### config.mk
export PLATFORM = sky130hd
export DESIGN_NAME = perf_counter_bank
export DESIGN_NICKNAME = d
export VERILOG_FILES = /design/src/hdl/perf_pkg.sv /design/src/hdl/perf_chan_if.sv /design/src/hdl/perf_channel.sv /design/src/hdl/perf_counter_bank.sv
export SDC_FILE = /design/constraint.sdc
export NUM_CORES = 1
export LEC_CHECK = 0
export BUFFER_PORTS_ARGS = -buffer_cell sky130_fd_sc_hd__buf_2
export CORE_UTILIZATION = 30
export DETAILED_ROUTE_END_ITERATION = 7
export GPL_TIMING_DRIVEN = 1
export HOLD_SLACK_MARGIN = 0.05
export SETUP_SLACK_MARGIN = 0.4
export SLEW_MARGIN = 40
export SYNTH_ARGS = -nofsm -noshare
export SYNTH_HDL_FRONTEND = slang
export SYNTH_SLANG_ARGS = --single-unit
export TNS_END_PERCENT = 20
### constraint.sdc
create_clock -name sys_clk -period 2 [get_ports sys_clk]
set_input_delay 0.1 -clock sys_clk [delete_from_list [all_inputs] [get_ports sys_clk]]
set_output_delay 0.1 -clock sys_clk [all_outputs]
set_load 0.02 [all_outputs]
### src/hdl/perf_pkg.sv
// holds the shared constants and types of the performance counter bank
// assumes every user sits on the cpu clock domain and refers by perf_pkg::name
package perf_pkg;

  // ********************************************
  // widths and counts
  // ********************************************
  localparam int CNT_W   = 32;   // width of one counter
  localparam int MAX_CH  = 4;    // channels that may run together
  localparam int SEL_W   = 5;    // width of one event selection code
  localparam int NUM_EVT = 20;   // codes in the event catalogue, disabled included
  localparam int PAD_W   = 32;   // event vector padded to every code of SEL_W bits

  // ********************************************
  // reset values and step sizes
  // ********************************************
  localparam logic [CNT_W-1:0] CNT_RESET   = 32'h0000_0000;
  localparam logic [1:0]       STEP_ONE    = 2'h1;
  localparam logic [1:0]       STEP_BRANCH = 2'h2;

  // ********************************************
  // event catalogue; the code is also the bit index in the cpu event vector
  // ********************************************
  typedef enum logic [4:0] {
    EV_DISABLED                      = 5'h00,
    EV_ELAPSED_CYCLE                 = 5'h01,
    branch_event                     = 5'h02,
    EV_CACHE_STALL                   = 5'h03,
    local_xy_mem_stall_event         = 5'h04,
    local_u_mem_stall_event          = 5'h05,
    noncache_access_cycle_event      = 5'h06,
    EV_NONCACHE_INSTR_CYCLE          = 5'h07,
    EV_NONCACHE_DATA_CYCLE           = 5'h08,
    cache_area_access_cycle_event    = 5'h09,
    EV_CACHE_INSTR_CYCLE             = 5'h0a,
    EV_CACHE_DATA_CYCLE              = 5'h0b,
    EV_OTHER_ACCESS_CYCLE            = 5'h0c,
    EV_NONCACHE_COUNT                = 5'h0d,
    EV_NONCACHE_INSTR_COUNT          = 5'h0e,
    EV_NONCACHE_DATA_COUNT           = 5'h0f,
    EV_CACHE_COUNT                   = 5'h10,
    EV_CACHE_INSTR_COUNT             = 5'h11,
    EV_CACHE_DATA_COUNT              = 5'h12,
    EV_OTHER_ACCESS_COUNT            = 5'h13
  } event_sel_t;

  // ********************************************
  // measurement range and controller states
  // ********************************************
  typedef enum logic [1:0] {
    MODE_NORMAL   = 2'b00,
    MODE_B1_TO_B2 = 2'b01,
    MODE_B2_TO_B1 = 2'b10
  } range_mode_t;

  typedef enum logic [1:0] {
    ST_IDLE  = 2'b00,
    ST_ARMED = 2'b01,
    ST_COUNT = 2'b10,
    ST_DONE  = 2'b11
  } meas_state_t;

endpackage

### src/hdl/perf_chan_if.sv
// holds the bundle between the counter bank control and one counter channel
// assumes both ends run on the cpu clock
`timescale 1ns/1ns
interface perf_chan_if;
  perf_pkg::event_sel_t        sel;       // event code chosen for the channel
  logic                        hit;       // event seen while measuring, one cycle
  logic                        init;      // clear request, one cycle
  logic [perf_pkg::CNT_W-1:0]  count;     // accumulated value
  logic                        overflow;  // sticky wrap flag

  modport ctrl (output sel, output hit, output init, input count, input overflow);
  modport chan (input sel, input hit, input init, output count, output overflow);
endinterface

### src/hdl/perf_channel.sv
// holds one counter channel of the performance counter bank
// assumes hit already carries the measurement window and event presence
`timescale 1ns/1ns
module perf_channel
(
  input  wire logic  sys_clk,   // cpu clock, halts in sleep
  input  wire logic  rst_n,     // asynchronous reset, active low
  perf_chan_if.chan  port       // selection, hit and init in, count out
);

  // ********************************************
  // step and sum
  // ********************************************
  // branches step by two, every other event by one
  wire logic [1:0]                 step = (port.sel == perf_pkg::branch_event) ?
                                          perf_pkg::STEP_BRANCH : perf_pkg::STEP_ONE;
  wire logic [perf_pkg::CNT_W:0]   sum  = {1'b0, port.count} +
                                          {{(perf_pkg::CNT_W-1){1'b0}}, step};
  // an init in the same cycle drops the hit, so it cannot raise the flag either
  wire logic                       wrap = port.hit & ~port.init & sum[perf_pkg::CNT_W];

  // ********************************************
  // counter and sticky overflow
  // ********************************************
  // init wins over a hit: a cleared counter cannot wrap in the same cycle
  always_ff @(posedge sys_clk or negedge rst_n)
  begin
    if (!rst_n)
      port.count <= perf_pkg::CNT_RESET;
    else if (port.init)
      port.count <= perf_pkg::CNT_RESET;
    else if (port.hit)
      port.count <= sum[perf_pkg::CNT_W-1:0];
  end

  // flag stays up across the wrap so the host can reject the value
  always_ff @(posedge sys_clk or negedge rst_n)
  begin
    if (!rst_n)
      port.overflow <= 1'b0;
    else if (wrap)
      port.overflow <= 1'b1;
    else if (port.init)
      port.overflow <= 1'b0;
  end
endmodule

### src/hdl/perf_counter_bank.sv
// holds the performance counter bank of the on-chip debug unit
// assumes all inputs come from logic on the cpu clock, so none is synchronised;
// the debug port logic outside reads count_value and overflow
//
// How it works
// - each channel selects cycles or accesses split by area and instruction/data/other
// - stall events for cacheable, x/y and u memory; memory ones only if fitted
// - a taken branch advances the counter by two
// - with cache on, non-cacheable counts run low and cacheable ones high
// - counters run on the cpu clock and stop with it in sleep
// - counts taken in non-realtime trace mode are marked not trustworthy
// - each counter holds a 32-bit value the host reads out
// - a wrap during measurement is flagged so the result is reported invalid
// - an initialize request clears the accumulated values
// - up to four channels run together, each selected or disabled
// - count over the whole run, or from one break hit to the other
`timescale 1ns/1ns
module perf_counter_bank
#(
  parameter int NUM_CH      = 4,     // channels fitted
  parameter bit HAS_XY_MEM  = 1'b1,  // local x/y memory present
  parameter bit HAS_U_MEM   = 1'b1   // local u memory present
)
(
  input  wire logic                                    sys_clk,           // cpu clock
  input  wire logic                                    rst_n,             // async reset, low
  input  wire logic [NUM_CH*perf_pkg::SEL_W-1:0]       chan_sel,          // event code per channel
  input  wire logic [1:0]                              range_mode,        // measurement range
  input  wire logic                                    prog_run,          // user program running
  input  wire logic                                    brk_hit1,          // first comparator hit
  input  wire logic                                    brk_hit2,          // second comparator hit
  input  wire logic                                    init_req,          // clear counters, pulse
  input  wire logic                                    cache_on,          // caching enabled
  input  wire logic                                    trace_port_nonrt,  // trace non-realtime
  input  wire logic [perf_pkg::NUM_EVT-1:0]            cpu_event,         // event strobes by code
  output logic      [NUM_CH*perf_pkg::CNT_W-1:0]       count_value,       // counters, chan 0 low
  output logic      [NUM_CH-1:0]                       overflow,          // sticky wrap flags
  output logic                                         measuring,         // window is open
  output logic                                         result_suspect,    // counted in nonrt trace
  output logic                                         cache_skew         // area counts skewed
);

  // ********************************************
  // parameter checks
  // ********************************************
  // the bank serves one to four channels
  if (NUM_CH < 1 || NUM_CH > perf_pkg::MAX_CH)
  begin : g_bad_ch
    $error("NUM_CH must lie between 1 and 4");
  end

  // ********************************************
  // decoding functions
  // ********************************************
  // an event exists only if its source memory is fitted; disabled counts nothing
  function automatic logic evt_present(input perf_pkg::event_sel_t sel);
    logic ok;
    ok = 1'b1;
    if (sel == perf_pkg::EV_DISABLED)
      ok = 1'b0;
    else if (sel == perf_pkg::local_xy_mem_stall_event)
      ok = HAS_XY_MEM;
    else if (sel == perf_pkg::local_u_mem_stall_event)
      ok = HAS_U_MEM;
    else if (int'(sel) >= perf_pkg::NUM_EVT)
      ok = 1'b0;
    return ok;
  endfunction

  // area access events whose totals a running cache distorts
  function automatic logic area_event(input perf_pkg::event_sel_t sel);
    return sel >= perf_pkg::noncache_access_cycle_event &&
           sel <= perf_pkg::EV_OTHER_ACCESS_COUNT;
  endfunction

  // ********************************************
  // measurement window controller
  // ********************************************
  perf_pkg::meas_state_t  state;
  perf_pkg::meas_state_t  next_state;

  wire perf_pkg::range_mode_t mode      = perf_pkg::range_mode_t'(range_mode);
  wire logic                  by_break  = (mode != perf_pkg::MODE_NORMAL);
  // the two ranged modes swap the roles of the comparators
  wire logic                  start_hit = (mode == perf_pkg::MODE_B1_TO_B2) ? brk_hit1 : brk_hit2;
  wire logic                  end_hit   = (mode == perf_pkg::MODE_B1_TO_B2) ? brk_hit2 : brk_hit1;
  wire logic                  count_en  = (state == perf_pkg::ST_COUNT);

  // a stop of the program always closes the window, as a break ends the run
  always_comb
  begin
    next_state = state;
    case (state)
      perf_pkg::ST_IDLE:
        if (prog_run)
          next_state = by_break ? perf_pkg::ST_ARMED : perf_pkg::ST_COUNT;
      perf_pkg::ST_ARMED:
        if (!prog_run)
          next_state = perf_pkg::ST_IDLE;
        else if (start_hit)
          next_state = perf_pkg::ST_COUNT;
      perf_pkg::ST_COUNT:
        if (!prog_run || (by_break && end_hit))
          next_state = perf_pkg::ST_DONE;
      perf_pkg::ST_DONE:
        if (!prog_run)
          next_state = perf_pkg::ST_IDLE;
      default:
        next_state = perf_pkg::ST_IDLE;
    endcase
  end

  // every flop here is on sys_clk, so a halted cpu clock freezes the bank
  always_ff @(posedge sys_clk or negedge rst_n)
  begin
    if (!rst_n)
      state <= perf_pkg::ST_IDLE;
    else
      state <= next_state;
  end

  // registered copy so the output comes straight from a flop
  always_ff @(posedge sys_clk or negedge rst_n)
  begin
    if (!rst_n)
      measuring <= 1'b0;
    else
      measuring <= (next_state == perf_pkg::ST_COUNT);
  end

  // ********************************************
  // channels
  // ********************************************
  // padding lets every selection code index the vector safely
  wire logic [perf_pkg::PAD_W-1:0] evt_pad = {{(perf_pkg::PAD_W-perf_pkg::NUM_EVT){1'b0}},
                                              cpu_event};
  wire logic [NUM_CH-1:0]          skew_ch;

  perf_chan_if ch [NUM_CH] ();

  for (genvar i = 0; i < NUM_CH; i++)
  begin : g_ch
    wire perf_pkg::event_sel_t sel_i =
      perf_pkg::event_sel_t'(chan_sel[i*perf_pkg::SEL_W +: perf_pkg::SEL_W]);

    assign ch[i].sel  = sel_i;
    // event counted only inside the window and only if its source exists
    assign ch[i].hit  = count_en & evt_present(sel_i) & evt_pad[sel_i];
    assign ch[i].init = init_req;
    // with cache on, line fills inflate cacheable totals and hide uncached ones
    assign skew_ch[i] = area_event(sel_i);

    perf_channel u_chan
    (
      .sys_clk (sys_clk),
      .rst_n   (rst_n),
      .port    (ch[i])
    );

    assign count_value[i*perf_pkg::CNT_W +: perf_pkg::CNT_W] = ch[i].count;
    assign overflow[i] = ch[i].overflow;

  end

  // ********************************************
  // accuracy flags
  // ********************************************
  // both sticky until init; a new cause in the init cycle wins over the clear
  wire logic suspect_set = count_en & trace_port_nonrt;
  wire logic skew_set    = count_en & cache_on & (|skew_ch);

  always_ff @(posedge sys_clk or negedge rst_n)
  begin
    if (!rst_n)
      result_suspect <= 1'b0;
    else if (suspect_set)
      result_suspect <= 1'b1;
    else if (init_req)
      result_suspect <= 1'b0;
  end

  always_ff @(posedge sys_clk or negedge rst_n)
  begin
    if (!rst_n)
      cache_skew <= 1'b0;
    else if (skew_set)
      cache_skew <= 1'b1;
    else if (init_req)
      cache_skew <= 1'b0;
  end
endmodule

==> results by group, run 1 <==
Route
  • Total wire length: 27.07 mm
  • Wire per inst: 16.95 um
  • TritonRoute pass-1 iters: 7
  • Initial DRC Count: 573
  • Drt drc: 0
  • DRT antenna net count: 0
  • DR vias: 8217
  • Vias/cell: 5.145

Logic synthesis
  • Top cells by area, synth: dfrtp_1 41%, xnor2_1 6.7%, nor2_1 5.4%
  • Post-Syn Nets: 944
  • Flops & latches, synth: 137
  • Post-synth top area share: 41.13%
  • Synth async-reset ratio: 100.0%
  • Yosys cell types: 66
  • Post-synthesis sequential area ratio: 41.13%
  • Avg Inst Size Synth: 9.449 um2
  • Synth Instances: 882
  • Post-Synthesis Cell Area: 8334 um2
  • EDFF count, synth: 0
  • Ys flop type: dfrtp_1
  • Ys Warns: 0
  • Yosys top cell by area: dfrtp_1

GRT
  • Vias in the first global route: 8113
  • Largest net degree at the start of global routing: 51
  • Antenna violations before repair: 3
  • Global-route wire length before repair: 43.21 mm
  • Grt total ovfl: 0
  • GRT Util Overall: 19.02%

Setup path
  • Worst path max stage delay: 400 ps
  • Crit-path cells: ha_1 -> a21o_1 -> nand2_1 -> o32ai_4 -> buf_12 -> buf_6 -> buf_8 -> o2111ai_1 -> xor2_1 -> nor2_1
  • Crit start category: register
  • Top delay family on crit path: compound AO/OA/AOI/OAI gates
  • Buf+Inv Stages, Crit Path: 3
  • Required time worst endpoint: 2300 ps
  • Worst Path Max Fanout: 7
  • Slowest CP cell: dfrtp_1
  • Crit end category: register
  • CP arrival: 2410 ps
  • Critical path class: reg2reg

Status
  • Violated checks: setup timing
  • Status: finished with violations

Finish
  • Nets@finish: 1272
  • Final Core Density: 49.22%
  • Leading cell types in the layout, fill and taps excluded: 166 x buf_2, 131 x dfrtp_1, 117 x nor2_1
  • Most common cell after layout, fill and taps aside: buf_2
  • Share of cells above drive strength 1: 49.06%
  • Layout area overhead: 60.07%
  • Final instance area: 13340 um2

Clock network
  • CTS max path bufs: 2
  • CTS clk-pin slew, worst paths: 70 ps
  • Clk_lat worst skew: 420 ps
  • H-tree Lvls: 4
  • TritonCTS buffer count: 17
  • CTS root buf: clkbuf_16
  • CTS sink cnt: 137
  • CTS tree: yes

STA
  • Final Hold Fails: 0
  • Final Max Slew Viols: 0
  • RSZ-0062 raised after global routing: yes
  • Slew of the pin with the lowest slew margin: 492.6 ps
  • Final setup skew: 15.62 ps
  • Worst hold slack: 97.00 ps
  • Final-report setup violation count: 18
  • Fmax: 472.7 MHz
  • Crit path time final: 2115 ps
  • Max-Slew Margin vs Limit: 67.16%
  • Fin crit share: 105.8%
  • Final setup margin: -115.4 ps

Placement
  • Post-DP HPWL: 18.48 mm
  • Number of port buffers: 183
  • Setup WS pre-CTS: -552.2 ps
  • Routability Congestion: 0.8804
  • Placed cell areas: 10870 um2

Floorplanning
  • FP Rows: 60
  • Die ar.: 28450 um2
  • Core Area: 27100 um2
  • Initial core utilization: 30.75%
  • DIE HEIGHT: 168.7 um
  • Io pins: 185
  • Die Span X: 168.7 um

Power and ir drop
  • Overall power: 7590 uW
  • PwrDens: 569.0 nW/um2
  • Leak: 0.006092 uW
  • Peak supply drop: 0.0003843 V

Min path
  • Hold Crit Class: in2reg

Flow run
  • Maxcap violations: 0
-- Yosys cell counts, drive strengths merged, types with 6 or more instances --
| cell | number |
|---|---|
| and4 | 9 |
| xnor2 | 64 |
| nand3b | 10 |
| or3 | 20 |
| ha | 8 |
| buf | 23 |
| and3 | 15 |
| mux4 | 13 |
| xor2 | 19 |
| nor4b | 8 |
| nor3b | 7 |
| a311oi | 9 |
| nor3 | 30 |
| nand2 | 50 |
| a21oi | 51 |
| nand2b | 7 |
| nor2b | 12 |
| o31ai | 6 |
| nor2 | 121 |
| inv | 18 |
| dfrtp | 137 |
| mux2 | 12 |
| nor4 | 26 |
| o211ai | 9 |
| nand4 | 24 |
| o21ai | 33 |
| clkbuf | 32 |
| nand3 | 41 |
-- metal layers --
metal / vias up / track usage (%) / wire, um
met5: - / 0 / 13
met4: 2 / 5.059 / 393
met3: 30 / 3.764 / 1232
met2: 209 / 30.43 / 12920
met1: 4111 / 26.14 / 12510
li1: 3865 / - / -
-- state kept, by name, summed over array words and instances, names as in the netlist --
name / flops
cache_skew: 1
g_ch.u_chan.port.count: 128
g_ch.u_chan.port.overflow: 4
measuring: 1
result_suspect: 1
state: 2
-- layout make-up --
type,instances,area (um2)
fillers,2435,13760
multi-input cells,673,5898
flip-flops and latches,137,3436
repair buffers,363,2872
well taps,372,465.4
clock buffers,18,439.2
clock inverters,14,152.6
inverters,18,72.57
diodes,2,5.005
-- stage by stage --
stage                     TNS [ps]  cells
after floorplan             -12890    882
after global placement      -38820   1533
after global routing         -3630   1597
final                       -773.2   1597
after CTS                    -2354   1589
after detailed placement    -42230   1533
-- report_power, final --
| group | switching [uW] | total (uW) | internal [uW] |
|---|---|---|---|
| registers | 39.0 | 2860 | 2820 |
| logic | 856 | 1500 | 642 |
| clock network | 1420 | 3230 | 1810 |
| total | 2320 | 7590 | 5270 |
-- final timing paths --
check,start,endpoint,slack [ps],cells after the start
hold / removal,init_req,g_ch[3].u_chan.port.count[8],100,2
max in group asynchronous,rst_n,g_ch[0].u_chan.port.count[14],1130,3
min in group asynchronous,rst_n,g_ch[3].u_chan.port.count[7],210,2
hold reg to reg,g_ch[0].u_chan.port.overflow,g_ch[0].u_chan.port.overflow,520,1
setup reg to reg,g_ch[0].u_chan.port.count[1],g_ch[0].u_chan.port.count[29],-120,10
setup / recovery,g_ch[0].u_chan.port.count[1],g_ch[0].u_chan.port.count[29],-120,10
-- cells by family (layout without fill, tap and decap cells) --
| group | count (synthesis) | after routing | share of synthesized area [%] |
|---|---|---|---|
| mux | 30 | 30 | 5.735 |
| fa+ha+maj | 12 | 12 | 2.162 |
| compound gates | 150 | 150 | 12.06 |
| simple gates | 397 | 398 | 26.09 |
| buf+inv | 73 | 413 | 4.099 |
| xor+xnor | 83 | 83 | 8.722 |
| other cells | 0 | 2 | 0 |
| flops | 137 | 137 | 41.13 |
-- worst reg2reg max path: stages, from the launching register on --
cell	delay, ps
dfrtp_1	400
ha_1	290
a21o_1	170
nand2_1	160
o32ai_4	120
buf_12	160
buf_6	120
buf_8	120
o2111ai_1	220
xor2_1	180
nor2_1	50
-- what timing repair did --
action                                 CTS  global route
setup endpoints to repair              130           132
pin swaps                              202           194
endpoints found under the hold margin   48             0
hold buffers                             4             0
gates cloned                             2             2
setup buffers                           18             4
resized for setup                      227            84
(Power assumes the default switching activity.)
==> inputs of run 2 (changes only) <==
--- a/config.mk
+++ b/config.mk
@@ -6,10 +6,11 @@
 export NUM_CORES = 1
 export LEC_CHECK = 0
 export BUFFER_PORTS_ARGS = -buffer_cell sky130_fd_sc_hd__buf_2
-export CORE_UTILIZATION = 30
+export CORE_UTILIZATION = 50
 export DETAILED_ROUTE_END_ITERATION = 7
 export GPL_TIMING_DRIVEN = 1
 export HOLD_SLACK_MARGIN = 0.05
+export PLACE_DENSITY = 0.77
 export SETUP_SLACK_MARGIN = 0.4
 export SLEW_MARGIN = 40
 export SYNTH_ARGS = -nofsm -noshare
==> run 2 against run 1 <==
The run still ends with setup timing left. Die area down 40%. Sequential power up 2%. Design area down 3.5%. Routed wire length up 13%. Register-to-register slack worse by 70 ps. Total power up 2.6%. Clock power up 7.4%. First-iteration DRC count up 57%. Utilization up 31 points. Count of clock-buffer cells in the layout unchanged. Fmax down 3.1%. Critical endpoint is now g_ch[0].u_chan.port.count[23]. Largest power group unchanged.
==> results by group, run 2 (synthesis results as in run 1) <==
STA
  • Final setup skew: 7.413 ps (-8.212 ps)
  • Final-report setup violation count: 32 (+14)
  • Crit path time final: 2183 ps (+67.37 ps)
  • Final Hold Fails: 0 (unchanged)
  • Max-Slew Margin vs Limit: 52.59% (-15 points)
  • Fmax: 458.1 MHz (-3.1%)
  • Final Max Slew Viols: 0 (unchanged)
  • Worst hold slack: 86.92 ps (-10.09 ps)
  • Final setup margin: -182.8 ps (-67.37 ps)
  • Fin crit share: 109.1% (+3.4 points)
  • RSZ-0062 raised after global routing: yes
  • Slew of the pin with the lowest slew margin: 709.6 ps (+217.0 ps)

Setup path
  • R2r worst-path depth: 8 (-2)
  • CP Launch Point: state[0]
  • Crit-path cells: nor3b_2 -> o211ai_1 -> nor4_4 -> buf_4 -> nor2_4 -> buf_6 -> or3_4 -> a21oi_2
  • Crit start category: register
  • RR Startpoint: state[0]
  • Required time worst endpoint: 2350 ps (+50 ps)
  • Worst Path Max Fanout: 6 (-1)
  • Critical path class: reg2reg
  • Worst path max stage delay: 480 ps (+80 ps)
  • Crit end category: register
  • CP arrival: 2540 ps (+130 ps)
  • Slowest CP cell: dfrtp_2

Route
  • TritonRoute pass-1 iters: 5 (-2)
  • DR vias: 8841 (+7.6%)
  • Vias/cell: 6.213 (+21%)
  • Initial DRC Count: 898 (+57%)
  • DRT antenna net count: 0 (unchanged)
  • Total wire length: 30.72 mm (+13%)
  • Wire per inst: 21.59 um (+27%)
  • Drt drc: 0 (unchanged)

Floorplanning
  • Core Area: 16060 um2 (-41%)
  • Die ar.: 17190 um2 (-40%)
  • DIE HEIGHT: 131.1 um (-22%)
  • Initial core utilization: 51.90% (+21 points)
  • FP Rows: 46 (-23%)
  • Die Span X: 131.1 um (-22%)
  • Io pins: 185 (unchanged)

Flow run
  • Maxcap violations: 0 (unchanged)

Finish
  • Most common cell after layout, fill and taps aside: buf_2
  • Biggest regs: g_ch.u_chan.port.count (128), g_ch.u_chan.port.overflow (4), state (2)
  • Share of cells above drive strength 1: 48.46% (-0.59 points)
  • Max reg flops: 128 (unchanged)
  • Largest register by flop count: g_ch.u_chan.port.count
  • Nets@finish: 1254 (-1.4%)
  • Final Core Density: 80.18% (+31 points)
  • Layout area overhead: 54.48%
  • Post-Layout Cell Count: 1423 (-11%)
  • Leading cell types in the layout, fill and taps excluded: 169 x buf_2, 129 x dfrtp_1, 113 x buf_4

Clock network
  • CTS max path bufs: 2 (unchanged)
  • CTS clk-pin slew, worst paths: 60 ps (about the same)
  • CTS sink cnt: 137 (unchanged)
  • H-tree Lvls: 4 (unchanged)
  • CTS root buf: clkbuf_16
  • CTS tree: yes
  • Clk_lat worst skew: 430 ps (about the same)
  • TritonCTS buffer count: 17 (unchanged)

Min path
  • Hold Crit Class: in2reg
  • WHS Path Cells: 4 (+2)
  • HP Start: range_mode[0]

Placement
  • Post-DP HPWL: 17.26 mm (-6.6%)
  • Dpl cells: 1363 (-11%)
  • Routability Congestion: 0.8989 (+2.1%)
  • Number of port buffers: 183 (unchanged)

Status
  • Violated checks: setup timing
  • Status: finished with violations

Power and ir drop
  • Leak: 0.005975 uW (-1.9%)
  • Peak supply drop: 0.0006235 V (+62%)
  • PwrDens: 604.7 nW/um2 (+6.3%)
  • Overall power: 7785 uW (+2.6%)

GRT
  • GRT Util Overall: 32.76% (+14 points)
  • Largest net degree at the start of global routing: 58 (+14%)
  • Grt total ovfl: 0 (unchanged)
  • Global-route wire length before repair: 44.77 mm (+3.6%)
  • Antenna violations before repair: 3 (unchanged)
  • Vias in the first global route: 8454 (+4.2%)
run 2: power by group:
group          switching, uW  internal [uW]
sequential              77.9           2830
combinational            864            547
clock                   1340           2130
total                   2280           5510
run 2: what timing repair did:
action,4_1_cts,5_1_grt
pin swaps,202,183
cloned,2,2
endpoints found under the hold margin,115,0
hold buffers,4,0
buffers inserted,9,9
gates resized for setup,204,106
setup endpoints to repair,130,132
run 2: layout make-up:
class                           count  area [um2]
Fill cell                         864        3183
Clock inverter                     14       196.4
Clock buffer                       18       439.2
Tap cell                          216       270.3
Multi-Input combinational cell    672        5878
Sequential cell                   137        3438
Timing Repair Buffer              346        2572
Antenna cell                        2       5.005
Inverter                           18       75.07
run 2: through the flow:
step / setup TNS, ps / cell area (um2) / setup WS [ps]
finish: -2517 / 12870 / -182.8
global route: -6161 / 12870 / -267.9
CTS: -1111 / 12300 / -136.1
detailed placement: -35980 / 10490 / -544.4
global placement: -31100 / 10490 / -455.4
floorplan: -12890 / 8464 / -231.3
run 2: layer usage:
layer  global-route usage (%)  part of all wire [%]  vias to the layer above
met5                        0                 0.036                        -
met4                    15.62                   4.8                        2
met3                    6.559                   7.9                      128
met2                    53.81                    50                      515
met1                    41.40                    38                     4359
li1                         -                     -                     3837
run 2: final timing paths:
check | endpoint | slack (ps)
min reg2reg | g_ch[0].u_chan.port.overflow | 510
max reg2reg | g_ch[0].u_chan.port.count[23] | -180
min in group asynchronous | g_ch[2].u_chan.port.count[8] | 180
max | g_ch[0].u_chan.port.count[23] | -180
max in group asynchronous | g_ch[1].u_chan.port.count[22] | 1150
min | state[1] | 90
run 2: worst max-delay path: cells and delay by family (launching register included):
kind / cells / cell delay [ps]
simple gates: 4 / 900
flops: 1 / 480
compound gates: 2 / 390
buf+inv: 2 / 330
==> inputs of run 3 (changes only) <==
--- a/config.mk
+++ b/config.mk
@@ -15,5 +15,6 @@
 export SLEW_MARGIN = 40
 export SYNTH_ARGS = -nofsm -noshare
 export SYNTH_HDL_FRONTEND = slang
+export SYNTH_HIERARCHICAL = 1
 export SYNTH_SLANG_ARGS = --single-unit
 export TNS_END_PERCENT = 20
==> run 3 against run 2 <==
The flow still finishes with violations (setup timing). First-iteration DRC count down 33%. Routed wire length shrank 18%. Clock skew decreased by 1.2 ps. Largest cell class unchanged. Total power shrank 7.1%. Synthesized area rose by 4.2%. Synthesized cell count decreased by 1.6%. Flip-flop and latch count stayed put. Utilization shrank 9.3 points. Sequential power about the same. Fmax fell by 4.1%. Sequential share of layout area grew 2.2 points. Worst setup slack got worse by 94 ps.
==> results by group, run 3 <==
Power and ir drop
  • PwrDens: 609.1 nW/um2 (+0.72%)
  • Sw frac: 26.46% (-2.8 points)
  • Sw power: 1913 uW (-16%)
  • Leak: 0.005602 uW (-6.2%)
  • P_int: 5317 uW (-3.4%)
  • Combinational power share: 16.6% (-1.5 points)
  • Overall power: 7230 uW (-7.1%)
  • Clock network fraction of total power: 43.4% (-1.2 points)
  • Peak supply drop: 0.0006077 V (-2.5%)
  • Flop pwr share: 40.0% (+2.7 points)

Setup path
  • Crit end category: register
  • Worst R2R Setup Slack: -280 ps (-90 ps)
  • Critical path class: reg2reg
  • CP arrival: 2630 ps (+90 ps)
  • Required time worst endpoint: 2350 ps (about the same)
  • Crit path top cell by count: and4_4
  • Slowest CP cell: or4b_4
  • Crit start category: register
  • Worst Path Max Fanout: 5 (-1)
  • Crit-path cells: nand2b_4 -> o31ai_4 -> and4_4 -> and4_4 -> or4b_4 -> a21oi_2
  • Worst path max stage delay: 460 ps (-20 ps)

Logic synthesis
  • Most common cell in the netlist: dfrtp_1
  • Post-synthesis sequential area ratio: 39.48% (-1.7 points)
  • Avg Inst Size Synth: 10.01 um2 (+5.9%)
  • Top cells by area, synth: dfrtp_1 39%, a21oi_1 4.9%, buf_6 4.8%
  • Post-Syn Nets: 930 (-1.5%)
  • Post-synth top area share: 39.48% (-1.7 points)
  • EDFF count, synth: 0 (unchanged)
  • Flops & latches, synth: 137 (unchanged)
  • Ys flop type: dfrtp_1
  • Post-Synthesis Cell Area: 8685 um2 (+4.2%)
  • Yosys cell types: 56 (-15%)
  • Ys Warns: 6 (+6)
  • Synth async-reset ratio: 100.0% (unchanged)
  • Post-synth top cells: 137 x dfrtp_1, 85 x a21oi_1, 67 x nor2_1, 52 x nand2_1, 48 x or4_1
  • Synth Instances: 868 (-1.6%)
  • Yosys top cell by area: dfrtp_1

Flow run
  • Maxcap violations: 0 (unchanged)

GRT
  • Antenna violations before repair: 7 (+4)
  • Vias in the first global route: 7710 (-8.8%)
  • Grt total ovfl: 0 (unchanged)
  • GRT Util Overall: 27.40% (-5.4 points)
  • Largest net degree at the start of global routing: 50 (-14%)
  • Global-route wire length before repair: 39.05 mm (-13%)

Clock network
  • H-tree Lvls: 4 (unchanged)
  • TritonCTS buffer count: 17 (unchanged)
  • CTS clk-pin slew, worst paths: 60 ps (about the same)
  • CTS tree: yes
  • CTS max path bufs: 2 (unchanged)
  • CTS sink cnt: 137 (unchanged)
  • Clk_lat worst skew: 430 ps (about the same)
  • CTS root buf: clkbuf_16

Finish
  • Biggest regs: g_ch.u_chan/port.count (128), g_ch.u_chan/port.overflow (4), state (2)
  • Leading cell types in the layout, fill and taps excluded: 182 x buf_2, 136 x dfrtp_1, 117 x buf_4
  • Max reg flops: 128 (unchanged)
  • Final instance area: 11870 um2 (-7.8%)
  • Most common cell after layout, fill and taps aside: buf_2
  • Largest register by flop count: g_ch.u_chan/port.count
  • Share of cells above drive strength 1: 44.60% (-3.9 points)
  • Nets@finish: 1206 (-3.8%)
  • Final Core Density: 70.83% (-9.3 points)
  • Layout area overhead: 36.70%

STA
  • Fmax: 439.2 MHz (-4.1%)
  • Slew of the pin with the lowest slew margin: 597.8 ps (-111.8 ps)
  • Final Hold Fails: 0 (unchanged)
  • Crit path time final: 2277 ps (+94.27 ps)
  • Fin crit share: 113.9% (+4.7 points)
  • Final Max Slew Viols: 0 (unchanged)
  • Setup TNS: -10810 ps (-8294 ps)
  • RSZ-0062 raised after global routing: yes
  • Final-report setup violation count: 80 (+150%)
  • Final setup margin: -277.1 ps (-94.27 ps)
  • Final setup skew: 6.174 ps (-1.238 ps)
  • Max-Slew Margin vs Limit: 59.78% (+7.2 points)

Placement
  • Post-DP HPWL: 16.87 mm (-2.2%)
  • Placed cell areas: 10280 um2 (-2.0%)
  • Routability Congestion: 0.8793 (-2.2%)
  • Number of port buffers: 183 (unchanged)

Route
  • TritonRoute pass-1 iters: 5 (unchanged)
  • Vias/cell: 6.033 (-2.9%)
  • Total wire length: 25.25 mm (-18%)
  • Drt drc: 0 (unchanged)
  • Initial DRC Count: 604 (-33%)
  • DR vias: 8337 (-5.7%)
  • DRT antenna net count: 0 (unchanged)
  • Wire per inst: 18.27 um (-15%)

Floorplanning
  • Die ar.: 17900 um2 (+4.1%)
  • DIE HEIGHT: 133.8 um (+2.0%)
  • Initial core utilization: 51.82% (-0.083 points)
  • Core Area: 16760 um2 (+4.4%)
  • Io pins: 185 (unchanged)
  • Die Span X: 133.8 um (+2.0%)
  • FP Rows: 47 (+2.2%)

Status
  • Violated checks: setup timing
  • Status: finished with violations

Min path
  • Hold Crit Class: in2reg
-- run 3: power by group through the flow --
| stage | clock network [uW] | logic (uW) | registers, uW |
|---|---|---|---|
| finish | 3140 | 1200 | 2890 |
| CTS | 3170 | 1170 | 2890 |
| floorplan | 0 | 509 | 3010 |
| global route | 3290 | 1300 | 2900 |
| global placement | 0 | 1030 | 2940 |
| detailed placement | 0 | 1050 | 2940 |
-- run 3: cell type report --
cell class / instances / area, um2
diodes: 5 / 12.51
clock buffers: 21 / 460.4
clock inverters: 11 / 122.6
fillers: 1222 / 4888
inverters: 15 / 56.30
multi-input cells: 649 / 5400
flip-flops and latches: 137 / 3430
well taps: 220 / 275.3
repair buffers: 324 / 2115
-- run 3: final timing paths --
check / cells after the start / end / start
min in group asynchronous: 2 / g_ch[2].u_chan/port.count[8] / rst_n
worst min-delay path: 2 / g_ch[3].u_chan/port.count[24] / init_req
max in group asynchronous: 3 / g_ch[2].u_chan/port.count[25] / rst_n
worst min register to register: 2 / g_ch[1].u_chan/port.overflow / g_ch[1].u_chan/port.overflow
worst max-delay path: 6 / g_ch[3].u_chan/port.count[28] / state[0]
worst max register to register: 6 / g_ch[3].u_chan/port.count[28] / state[0]
-- run 3: cells by family after synthesis --
group,count (synthesis),synth area share (%)
compound gates,174,12.43
xor+xnor,44,4.437
fa+ha+maj,12,2.075
buf+inv,83,7.881
flops,137,39.48
mux,42,7.477
simple gates,376,26.22
-- run 3: repair_timing --
| item | CTS | global route |
|---|---|---|
| hold endpoints to repair | 75 | 0 |
| setup buffers | 8 | 10 |
| hold buffers | 4 | 0 |
| endpoints found under the setup margin | 127 | 127 |
| resized for setup | 81 | 78 |
| pin swaps | 44 | 56 |
| cloned | 2 | 1 |
-- run 3: metrics by stage --
step / worst slack [ps] / instances / hold WS, ps
finish: -277.1 / 1382 / 82.44
global route: -334.9 / 1380 / 80.51
CTS: -249.7 / 1366 / 56.90
detailed placement: -508.0 / 1320 / 83.42
global placement: -424.0 / 1320 / 82.13
floorplan: -381.9 / 868 / -195.6
-- run 3: critical path, delay by kind of cell (launching register included) --
| kind | cells | cell delay (ps) |
|---|---|---|
| simple gates | 4 | 1260 |
| flops | 1 | 430 |
| compound gates | 2 | 500 |
-- run 3: metal layers --
metal / GRT usage [%] / part of all wire, % / vias up
met5: 0 / 0.10 / -
met4: 10.80 / 2.3 / 4
met3: 6.463 / 6.8 / 53
met2: 43.38 / 48 / 327
met1: 36.34 / 42 / 4098
li1: - / - / 3855
